`config.mk`:
```
export PLATFORM = sky130hd
export DESIGN_NAME = alarm_relay_timing
export DESIGN_NICKNAME = d
export VERILOG_FILES = /design/src/common/art_pkg.sv /design/src/common/art_relay_if.sv /design/src/rtl/art_relay_channel.sv /design/src/rtl/alarm_relay_timing.sv
export SDC_FILE = /design/constraint.sdc
export NUM_CORES = 1
export LEC_CHECK = 0
export ABC_AREA = 0
export ABC_CLOCK_PERIOD_IN_PS = 12300
export BUFFER_PORTS_ARGS = -buffer_cell sky130_fd_sc_hd__buf_2
export CAP_MARGIN = 20
export CORE_MARGIN = 1.5
export CORE_UTILIZATION = 30
export DETAILED_ROUTE_END_ITERATION = 12
export GPL_TIMING_DRIVEN = 0
export PLACE_DENSITY_LB_ADDON = 0.05
export SYNTH_ARGS = -nofsm -noshare
export SYNTH_HDL_FRONTEND = slang
export SYNTH_SLANG_ARGS = --single-unit
export TNS_END_PERCENT = 100
```
`constraint.sdc`:
```
create_clock -name i_clock -period 12.3 [get_ports i_clock]
set_clock_uncertainty 0.1 [all_clocks]
set_input_delay 3.075 -clock i_clock [delete_from_list [all_inputs] [get_ports i_clock]]
set_output_delay 3.075 -clock i_clock [all_outputs]
set_load 0.03 [all_outputs]
```
`src/common/art_pkg.sv`:
```
// ----------------------------------------------------------------------------
// Alarm relay timing: shared constants and types
// ----------------------------------------------------------------------------
package art_pkg;

	// Clock and time base
	localparam int unsigned ART_CLOCK_HZ       = 100_000_000;
	localparam int unsigned ART_TICK_PERIOD_S  = 1;
	localparam int unsigned ART_SECOND_CYCLES  = ART_CLOCK_HZ * ART_TICK_PERIOD_S;
	localparam int unsigned ART_PRESC_W        = 27;
	localparam int unsigned ART_MINUTE_S       = 60;
	localparam int unsigned ART_RESTORE_HOLD_S = 3;
	localparam int unsigned ART_RESTART_CYCLES = 16;

	// Relay count and field widths
	localparam int unsigned ART_RELAYS   = 3;
	localparam int unsigned ART_CHANNELS = 8;
	localparam int unsigned ART_DELAY_W  = 5;
	localparam int unsigned ART_SEC_W    = 11;
	localparam int unsigned ART_PAR_W    = 8;

	// Delay setting codes
	localparam logic [4:0] ART_DELAY_NONE  = 5'h00;
	localparam logic [4:0] ART_OFF_LATCHED = 5'h1f;

	// Factory defaults
	localparam logic [4:0] ART_DEF_ON_DELAY  = 5'h00;
	localparam logic [4:0] ART_DEF_OFF_DELAY = 5'h1f;
	localparam logic [7:0] ART_DEF_CHAN_USED = 8'h0f;
	localparam logic [2:0] ART_DEF_AUX_MODE  = 3'h0;
	localparam logic [7:0] ART_DEF_LEVEL1    = 8'h0a;
	localparam logic [7:0] ART_DEF_LEVEL2    = 8'h0f;
	localparam logic [7:0] ART_DEF_LEVEL3    = 8'h14;
	localparam logic [7:0] ART_DEF_HYST      = 8'h03;

	// Parameter write addresses
	localparam logic [3:0] ART_ADR_ON0   = 4'h0;
	localparam logic [3:0] ART_ADR_OFF0  = 4'h3;
	localparam logic [3:0] ART_ADR_USED  = 4'h6;
	localparam logic [3:0] ART_ADR_AUX   = 4'h7;
	localparam logic [3:0] ART_ADR_LVL1  = 4'h8;
	localparam logic [3:0] ART_ADR_LVL2  = 4'h9;
	localparam logic [3:0] ART_ADR_LVL3  = 4'ha;
	localparam logic [3:0] ART_ADR_HYST  = 4'hb;

	typedef enum logic [1:0] {
		ART_ST_IDLE     = 2'b00,
		ART_ST_ON_WAIT  = 2'b01,
		ART_ST_ACTIVE   = 2'b10,
		ART_ST_OFF_WAIT = 2'b11
	} art_chan_e;

	typedef enum logic [1:0] {
		ART_RS_RUN     = 2'b00,
		ART_RS_HOLD    = 2'b01,
		ART_RS_RESTART = 2'b10
	} art_rst_e;

	// Delay setting in minutes to a count of seconds
	function automatic logic [10:0] art_delay_seconds(input logic [4:0] minutes);
		art_delay_seconds = {6'h00, minutes} * 11'd60;
	endfunction : art_delay_seconds

endpackage : art_pkg

```
`src/common/art_relay_if.sv`:
```
`timescale 1ns/10ps
`default_nettype none
// ----------------------------------------------------------------------------
// Control to relay channel carrier
// ----------------------------------------------------------------------------
interface art_relay_if;
	logic       alarm;
	logic       enable;
	logic       clear;
	logic       sec_tick;
	logic [4:0] on_delay;
	logic [4:0] off_delay;
	logic       relay;

	modport ctrl (
		output alarm,
		output enable,
		output clear,
		output sec_tick,
		output on_delay,
		output off_delay,
		input  relay
	);

	modport chan (
		input  alarm,
		input  enable,
		input  clear,
		input  sec_tick,
		input  on_delay,
		input  off_delay,
		output relay
	);
endinterface : art_relay_if
`default_nettype wire

```
`src/rtl/art_relay_channel.sv`:
```
`timescale 1ns/10ps
`default_nettype none
// ----------------------------------------------------------------------------
// One relay: activation delay, deactivation delay or latch
// ----------------------------------------------------------------------------
module art_relay_channel
	import art_pkg::*;
(
	// Clock and reset
	input  wire logic  i_clock,
	input  wire logic  i_rst_n,
	// Control side
	art_relay_if.chan  rif
);

	art_chan_e        state_reg;
	art_chan_e        state_next;
	logic [10:0]      cnt_reg;
	logic [10:0]      cnt_next;
	logic             relay_reg;

	// Delay targets in seconds and elapsed-time decode
	wire logic [10:0] on_secs  = art_delay_seconds(rif.on_delay);
	wire logic [10:0] off_secs = art_delay_seconds(rif.off_delay);
	wire logic [10:0] cnt_inc  = cnt_reg + 11'h001;
	wire logic        on_done  = rif.sec_tick && (cnt_inc >= on_secs);
	wire logic        off_done = rif.sec_tick && (cnt_inc >= off_secs);
	wire logic        latched  = (rif.off_delay == ART_OFF_LATCHED);

	// Next state; a disabled channel is forced idle and forgets its timers
	always_comb begin
		state_next = state_reg;
		cnt_next   = cnt_reg;
		if (!rif.enable) begin
			state_next = ART_ST_IDLE;
			cnt_next   = 11'h000;
		end else begin
			unique case (state_reg)
				ART_ST_IDLE: begin
					cnt_next = 11'h000;
					if (rif.alarm) begin
						if (rif.on_delay == ART_DELAY_NONE) begin
							state_next = ART_ST_ACTIVE;
						end else begin
							state_next = ART_ST_ON_WAIT;
						end
					end
				end
				ART_ST_ON_WAIT: begin
					if (!rif.alarm) begin
						state_next = ART_ST_IDLE;
					end else if (on_done) begin
						state_next = ART_ST_ACTIVE;
						cnt_next   = 11'h000;
					end else if (rif.sec_tick) begin
						cnt_next = cnt_inc;
					end
				end
				ART_ST_ACTIVE: begin
					cnt_next = 11'h000;
					if (rif.clear) begin
						state_next = ART_ST_IDLE;
					end else if (!rif.alarm && !latched) begin
						if (rif.off_delay == ART_DELAY_NONE) begin
							state_next = ART_ST_IDLE;
						end else begin
							state_next = ART_ST_OFF_WAIT;
						end
					end
				end
				ART_ST_OFF_WAIT: begin
					if (rif.clear) begin
						state_next = ART_ST_IDLE;
					end else if (rif.alarm) begin
						state_next = ART_ST_ACTIVE;
						cnt_next   = 11'h000;
					end else if (off_done) begin
						state_next = ART_ST_IDLE;
					end else if (rif.sec_tick) begin
						cnt_next = cnt_inc;
					end
				end
			endcase
		end
	end

	// State, timer and relay drive; relay follows the next state so that a
	// zero activation delay energises on the same edge as the alarm is seen
	always_ff @(posedge i_clock or negedge i_rst_n) begin
		if (!i_rst_n) begin
			state_reg <= ART_ST_IDLE;
			cnt_reg   <= 11'h000;
			relay_reg <= 1'b0;
		end else begin
			state_reg <= state_next;
			cnt_reg   <= cnt_next;
			relay_reg <= (state_next == ART_ST_ACTIVE) || (state_next == ART_ST_OFF_WAIT);
		end
	end

	assign rif.relay = relay_reg;

endmodule : art_relay_channel
`default_nettype wire

```
`src/rtl/alarm_relay_timing.sv`:
```
`timescale 1ns/10ps
`default_nettype none
// Operation
// - Three relays, latched by default after power-up
// - Activation delay one to thirty-one minutes
// - Zero activation delay switches relay immediately
// - Release setting 31 latches until reset
// - Release settings 1-30 wait that many minutes
// - Zero release setting drops relay immediately
// - Each relay has independent delay settings
// - Reset held entering programming restores defaults
// - Restore restarts like a power-up
// - Restore sets delays to zero and 31
// - Restore sets channels, thresholds, auxiliary defaults
// - No alarm operation while key programs
// ----------------------------------------------------------------------------
// Alarm relay timing top
// ----------------------------------------------------------------------------
module alarm_relay_timing
	import art_pkg::*;
#(
	parameter int unsigned CYCLES_PER_SECOND = ART_SECOND_CYCLES,
	parameter int unsigned RESTORE_HOLD_S    = ART_RESTORE_HOLD_S
) (
	// Clock and reset
	input  wire logic        i_clock,
	input  wire logic        i_rst_n,
	// Threshold comparator outputs
	input  wire logic [2:0]  i_threshold_output,
	// Front panel
	input  wire logic        i_programming_key_position,
	input  wire logic        i_reset_button,
	// Parameter programming port
	input  wire logic        i_par_write,
	input  wire logic [3:0]  i_par_addr,
	input  wire logic [7:0]  i_par_data,
	// Relay drivers
	output logic      [2:0]  o_relay,
	// Stored timing parameters
	output logic      [14:0] o_on_delay,
	output logic      [14:0] o_off_delay,
	// Stored channel parameters
	output logic      [7:0]  o_channel_used,
	output logic      [2:0]  o_auxiliary_relay_mode,
	output logic      [7:0]  o_first_alarm_threshold,
	output logic      [7:0]  o_second_alarm_threshold,
	output logic      [7:0]  o_third_alarm_threshold,
	output logic      [7:0]  o_hysteresis,
	// Status
	output logic             o_monitoring,
	output logic             o_restore_hold,
	output logic             o_restarting
);

	// ------------------------------------------------------------------------
	// Second prescaler
	// ------------------------------------------------------------------------
	localparam logic [26:0] PRESC_LAST  = 27'(CYCLES_PER_SECOND - 1);
	localparam logic [3:0]  HOLD_LAST   = 4'(RESTORE_HOLD_S - 1);
	localparam logic [4:0]  RESTART_LAST = 5'(ART_RESTART_CYCLES - 1);

	logic [ART_PRESC_W-1:0] presc_reg;
	logic                   sec_tick_reg;

	wire logic presc_wrap = (presc_reg == PRESC_LAST);

	// Free-running base keeps one counter for all relays; a delay therefore
	// ends up to one second early, well inside the ten percent window
	always_ff @(posedge i_clock or negedge i_rst_n) begin
		if (!i_rst_n) begin
			presc_reg    <= '0;
			sec_tick_reg <= 1'b0;
		end else begin
			presc_reg    <= presc_wrap ? '0 : presc_reg + 27'h0000001;
			sec_tick_reg <= presc_wrap;
		end
	end

	// ------------------------------------------------------------------------
	// Front panel edges and factory restore sequence
	// ------------------------------------------------------------------------
	art_rst_e   rs_reg;
	art_rst_e   rs_next;
	logic [3:0] hold_reg;
	logic [3:0] hold_next;
	logic [4:0] rstc_reg;
	logic [4:0] rstc_next;
	logic       key_q_reg;
	logic       btn_q_reg;

	wire logic key_rise    = i_programming_key_position && !key_q_reg;
	wire logic btn_rise    = i_reset_button && !btn_q_reg;
	wire logic hold_lost   = !i_programming_key_position || !i_reset_button;
	wire logic hold_done   = sec_tick_reg && (hold_reg == HOLD_LAST);
	wire logic do_restore  = (rs_reg == ART_RS_HOLD) && !hold_lost && hold_done;

	// Restore sequence: arm on key entry with the button held, erase after the
	// hold time, then run a short soft restart like a supply return
	always_comb begin
		rs_next   = rs_reg;
		hold_next = hold_reg;
		rstc_next = rstc_reg;
		unique case (rs_reg)
			ART_RS_RUN: begin
				hold_next = 4'h0;
				if (key_rise && i_reset_button) begin
					rs_next = ART_RS_HOLD;
				end
			end
			ART_RS_HOLD: begin
				if (hold_lost) begin
					rs_next = ART_RS_RUN;
				end else if (hold_done) begin
					rs_next   = ART_RS_RESTART;
					rstc_next = 5'h00;
				end else if (sec_tick_reg) begin
					hold_next = hold_reg + 4'h1;
				end
			end
			ART_RS_RESTART: begin
				if (rstc_reg == RESTART_LAST) begin
					rs_next = ART_RS_RUN;
				end else begin
					rstc_next = rstc_reg + 5'h01;
				end
			end
			default: begin
				rs_next = ART_RS_RUN;
			end
		endcase
	end

	always_ff @(posedge i_clock or negedge i_rst_n) begin
		if (!i_rst_n) begin
			rs_reg    <= ART_RS_RUN;
			hold_reg  <= 4'h0;
			rstc_reg  <= 5'h00;
			key_q_reg <= 1'b0;
			btn_q_reg <= 1'b0;
		end else begin
			rs_reg    <= rs_next;
			hold_reg  <= hold_next;
			rstc_reg  <= rstc_next;
			key_q_reg <= i_programming_key_position;
			btn_q_reg <= i_reset_button;
		end
	end

	// ------------------------------------------------------------------------
	// Parameter store
	// ------------------------------------------------------------------------
	logic [4:0] on_reg   [ART_RELAYS];
	logic [4:0] off_reg  [ART_RELAYS];
	logic [7:0] used_reg;
	logic [2:0] aux_reg;
	logic [7:0] lvl1_reg;
	logic [7:0] lvl2_reg;
	logic [7:0] lvl3_reg;
	logic [7:0] hyst_reg;

	// Edits only from the programming key and never during a restore
	wire logic par_we = i_par_write && i_programming_key_position && (rs_reg == ART_RS_RUN);

	// Power-up and factory restore both land on the same defaults
	always_ff @(posedge i_clock or negedge i_rst_n) begin
		if (!i_rst_n) begin
			used_reg <= ART_DEF_CHAN_USED;
			aux_reg  <= ART_DEF_AUX_MODE;
			lvl1_reg <= ART_DEF_LEVEL1;
			lvl2_reg <= ART_DEF_LEVEL2;
			lvl3_reg <= ART_DEF_LEVEL3;
			hyst_reg <= ART_DEF_HYST;
		end else if (do_restore) begin
			used_reg <= ART_DEF_CHAN_USED;
			aux_reg  <= ART_DEF_AUX_MODE;
			lvl1_reg <= ART_DEF_LEVEL1;
			lvl2_reg <= ART_DEF_LEVEL2;
			lvl3_reg <= ART_DEF_LEVEL3;
			hyst_reg <= ART_DEF_HYST;
		end else if (par_we) begin
			if (i_par_addr == ART_ADR_USED) used_reg <= i_par_data;
			if (i_par_addr == ART_ADR_AUX)  aux_reg  <= i_par_data[2:0];
			if (i_par_addr == ART_ADR_LVL1) lvl1_reg <= i_par_data;
			if (i_par_addr == ART_ADR_LVL2) lvl2_reg <= i_par_data;
			if (i_par_addr == ART_ADR_LVL3) lvl3_reg <= i_par_data;
			if (i_par_addr == ART_ADR_HYST) hyst_reg <= i_par_data;
		end
	end

	// ------------------------------------------------------------------------
	// Relay channels
	// ------------------------------------------------------------------------
	art_relay_if rif [ART_RELAYS] ();

	// Alarm operation stops while the key programs or a restart runs
	wire logic run_ok = !i_programming_key_position && (rs_reg == ART_RS_RUN);

	genvar g;
	generate
		for (g = 0; g < ART_RELAYS; g++) begin : g_relay
			wire logic on_we  = par_we && (i_par_addr == ART_ADR_ON0 + 4'(g));
			wire logic off_we = par_we && (i_par_addr == ART_ADR_OFF0 + 4'(g));

			// Each relay keeps its own pair of delays
			always_ff @(posedge i_clock or negedge i_rst_n) begin
				if (!i_rst_n) begin
					on_reg[g]  <= ART_DEF_ON_DELAY;
					off_reg[g] <= ART_DEF_OFF_DELAY;
				end else if (do_restore) begin
					on_reg[g]  <= ART_DEF_ON_DELAY;
					off_reg[g] <= ART_DEF_OFF_DELAY;
				end else begin
					if (on_we)  on_reg[g]  <= i_par_data[4:0];
					if (off_we) off_reg[g] <= i_par_data[4:0];
				end
			end

			assign rif[g].alarm     = i_threshold_output[g];
			assign rif[g].enable    = run_ok;
			assign rif[g].clear     = btn_rise;
			assign rif[g].sec_tick  = sec_tick_reg;
			assign rif[g].on_delay  = on_reg[g];
			assign rif[g].off_delay = off_reg[g];

			art_relay_channel u_chan (
				.i_clock (i_clock),
				.i_rst_n (i_rst_n),
				.rif     (rif[g])
			);

			assign o_relay[g]             = rif[g].relay;
			assign o_on_delay[5*g +: 5]   = on_reg[g];
			assign o_off_delay[5*g +: 5]  = off_reg[g];
		end
	endgenerate

	// ------------------------------------------------------------------------
	// Status and parameter outputs
	// ------------------------------------------------------------------------
	assign o_channel_used           = used_reg;
	assign o_auxiliary_relay_mode   = aux_reg;
	assign o_first_alarm_threshold  = lvl1_reg;
	assign o_second_alarm_threshold = lvl2_reg;
	assign o_third_alarm_threshold  = lvl3_reg;
	assign o_hysteresis             = hyst_reg;
	assign o_monitoring             = run_ok;
	assign o_restore_hold           = (rs_reg == ART_RS_HOLD);
	assign o_restarting             = (rs_reg == ART_RS_RESTART);

endmodule : alarm_relay_timing
`default_nettype wire

```
==> flow_summary.yaml <==
final_layout:
  antenna_cells: 0
  final_util_pct: 35.0
  mostFrequentLayoutCells: "ha_1, inv_1, dfrtp_1"
  final_common_cell: "ha_1"
  finish.net_count: 1561
  largest_reg_flops: 33
  synthToLayoutAreaGrowth_pct: 14.7
  fillerInstances: 4017
  drive_gt1_share_pct: 13.7
floorplanning:
  rows: 72
  ios: 99
  dieArea_um2: 40700
  die_h_um: 202
  start_util_pct: 30.5
  core_um2: 38800
  die_x_um: 202
detailed_routing:
  drtIter0Drc: 366
  drc: 0
  first_pass_iters: 5
  wire_per_inst_um: 17.4
  postRouteAntennaNets: 0
  totalWireLength_um: 32600
  num_vias: 8911
  avgViaCountPerCell: 4.74
critical_path:
  r2r_end: "g_relay[0].u_chan.cnt_reg[0]"
  crit_path_top_delay_cell: "or3_1"
  cp.arrival_ps: 4060
  critical_path_class: "input port to output port"
  r2r.worst_path.cells: 18
  cp-end-kind: "output port"
  reg2reg_slack_ps: 7240
  crit_path_frequent_cell: "buf_2"
  start_kind: "input port"
  r2r_start: "rif[0].off_delay[3]"
  required_ps: 9120
  path_max_fanout: 8
  max_stage_delay_ps: 300
  path_cells: "buf_2, or3_1, buf_2, clkinv_2, buf_2"
cts:
  clkLatencyLatePin_ps: 440
  cts_tree: "yes"
  post_cts_resized: 0
  cts_root_buf: "clkbuf_16"
  h-tree-depth: 4
  clkSinkCount: 156
  cts_hold_buf: 0
  clk_pin_slew_worst_paths_ps: 60
  post_cts_buffers: 0
  cts_inserted_buffers: 17
  clockBufferDepth: 2
sta:
  slew_violations: 0
  finalSetupViolCount: 0
  fin_crit_ps: 7230
  rsz0062_at_grt: "false"
  fmax_mhz: 138
  slew-limit-headroom_pct: 34.9
  worst_pin_slew_ps: 976
  hold_viol_final: 0
  hold_slack_ps: 393
  finalSetupTns_ps: 0
  post-route-period-util_pct: 58.8
synthesis:
  async_flop_share_pct: 100
  syn_inst: 1231
  syn_nets: 1445
  yosys_warnings: 0
  synth.distinct_cells: 70
  ys_seq_area_share_pct: 33.3
  avgSynthCellArea_um2: 9.61
  synthesis.area_um2: 11800
  synthFlopType: "dfrtp_1"
  ys_ff_latch: 156
  synth_edf_count: 0
flow_run:
  maxCapViolCount: 0
power_and_ir_drop:
  power.leakage_nw: 6.82
  power.density_nw_per_um2: 162
  peakVddDrop_v: 0.0000877
global_route:
  grt-ovfl-total: 0
  track_usage_pct: 16.7
  grt_max_degree: 113
  antenna_found_initial: 2
  grt_pass1_wl_um: 52600
  first_global_vias: 9004
placed_design:
  hpwl_um: 24700
  gp_congestion: 0.749
  portBuffers: 96
hold_path:
  min-delay-start: "presc_reg[12]"
  hold_depth: 1
  hold_end: "presc_reg[12]"
  worstHoldPathType: "flop to flop"
run_status:
  status: "complete, no violations"
[cell usage after synthesis, drive strengths merged (5+ instances only)]
cell type / instances / area share (%)
ha: 152 / 16
inv: 128 / 4.1
dfrtp: 127 / 27
nand2: 106 / 3.4
nand3: 78 / 3.3
nor2: 74 / 2.4
a21oi: 62 / 2.6
mux2i: 46 / 3.9
fa: 42 / 7.1
o21ai: 42 / 1.8
xnor2: 38 / 2.8
xor2: 38 / 2.8
dfstp: 29 / 6.4
a21o: 25 / 1.6
clkbuf: 25 / 0.79
nor3: 19 / 0.99
a22o: 17 / 1.3
o21bai: 15 / 0.95
nor2b: 14 / 0.74
and3: 13 / 0.69
nand4: 13 / 0.69
a211oi: 10 / 0.63
buf: 10 / 0.56
a31oi: 9 / 0.53
o211ai: 9 / 0.57
nor3b: 8 / 0.74
nand2b: 6 / 0.32
o21a: 6 / 0.38
or3: 6 / 0.32
and2: 5 / 0.26
[metrics by stage]
step | area [um^2] | power [mW] | instances | setup WS, ps
after floorplan | 11800 | 1.42 | 1231 | 5480
after global placement | 13000 | 1.70 | 1845 | 5050
after detailed placement | 13000 | 1.70 | 1846 | 5040
after CTS | 13600 | 2.26 | 1878 | 5040
after global routing | 13600 | 2.42 | 1878 | 5000
final | 13600 | 2.20 | 1878 | 5070
[per-layer routing]
| layer | track usage [%] | vias up | wire, um |
|---|---|---|---|
| met5 | 0 | - | 22 |
| li1 | - | 4489 | - |
| met3 | 3.63 | 20 | 1050 |
| met2 | 27.2 | 79 | 15500 |
| met1 | 22.7 | 4319 | 15800 |
| met4 | 3.44 | 4 | 282 |
[worst max path at each step]
| stage | startpoint | to | slack [ps] | depth (start not counted) |
|---|---|---|---|---|
| floorplan | i_programming_key_position | o_monitoring | 5480 | 3 |
| global placement | i_programming_key_position | o_monitoring | 5050 | 5 |
| detailed placement | i_programming_key_position | o_monitoring | 5040 | 5 |
| CTS | i_programming_key_position | o_monitoring | 5040 | 5 |
| global route | i_programming_key_position | o_monitoring | 5000 | 5 |
| finish | i_programming_key_position | o_monitoring | 5070 | 5 |
[power breakdown]
group | total [mW] | leakage (nW) | switching [mW] | internal (mW)
registers | 0.645 | 1.99 | 0.0679 | 0.577
logic | 1.02 | 4.55 | 0.607 | 0.417
clock network | 0.536 | 0.275 | 0.247 | 0.290
[area by class of cell]
| cell class | instances | area, um^2 | share of cell area [%] |
|---|---|---|---|
| Tap cell | 518 | 648 | 4.77 |
| Timing Repair Buffer | 97 | 518 | 3.82 |
| Multi-Input combinational cell | 911 | 7250 | 53.4 |
| Sequential cell | 156 | 3940 | 29.0 |
| Buffer | 35 | 160 | 1.18 |
| Inverter | 129 | 485 | 3.58 |
| Clock inverter | 13 | 133 | 0.977 |
| Clock buffer | 19 | 443 | 3.26 |
[worst max-delay path, delay by kind of cell]
kind	cells	cell delay, ps
and+or+nand+nor	1	300
buffers and inverters	4	670
[logic make-up after synthesis]
kind of cell | count (synthesis) | share of synthesized area (%)
DFF | 156 | 33.3
xor gates and xnor gates | 76 | 5.62
and+or+nand+nor | 363 | 15.4
adders and majority gates | 194 | 23.2
buffers and inverters | 164 | 5.46
AOI/OAI and AO/OA | 231 | 13.1
muxes | 47 | 3.99
Note: power is estimated with default switching activity, not from simulation.
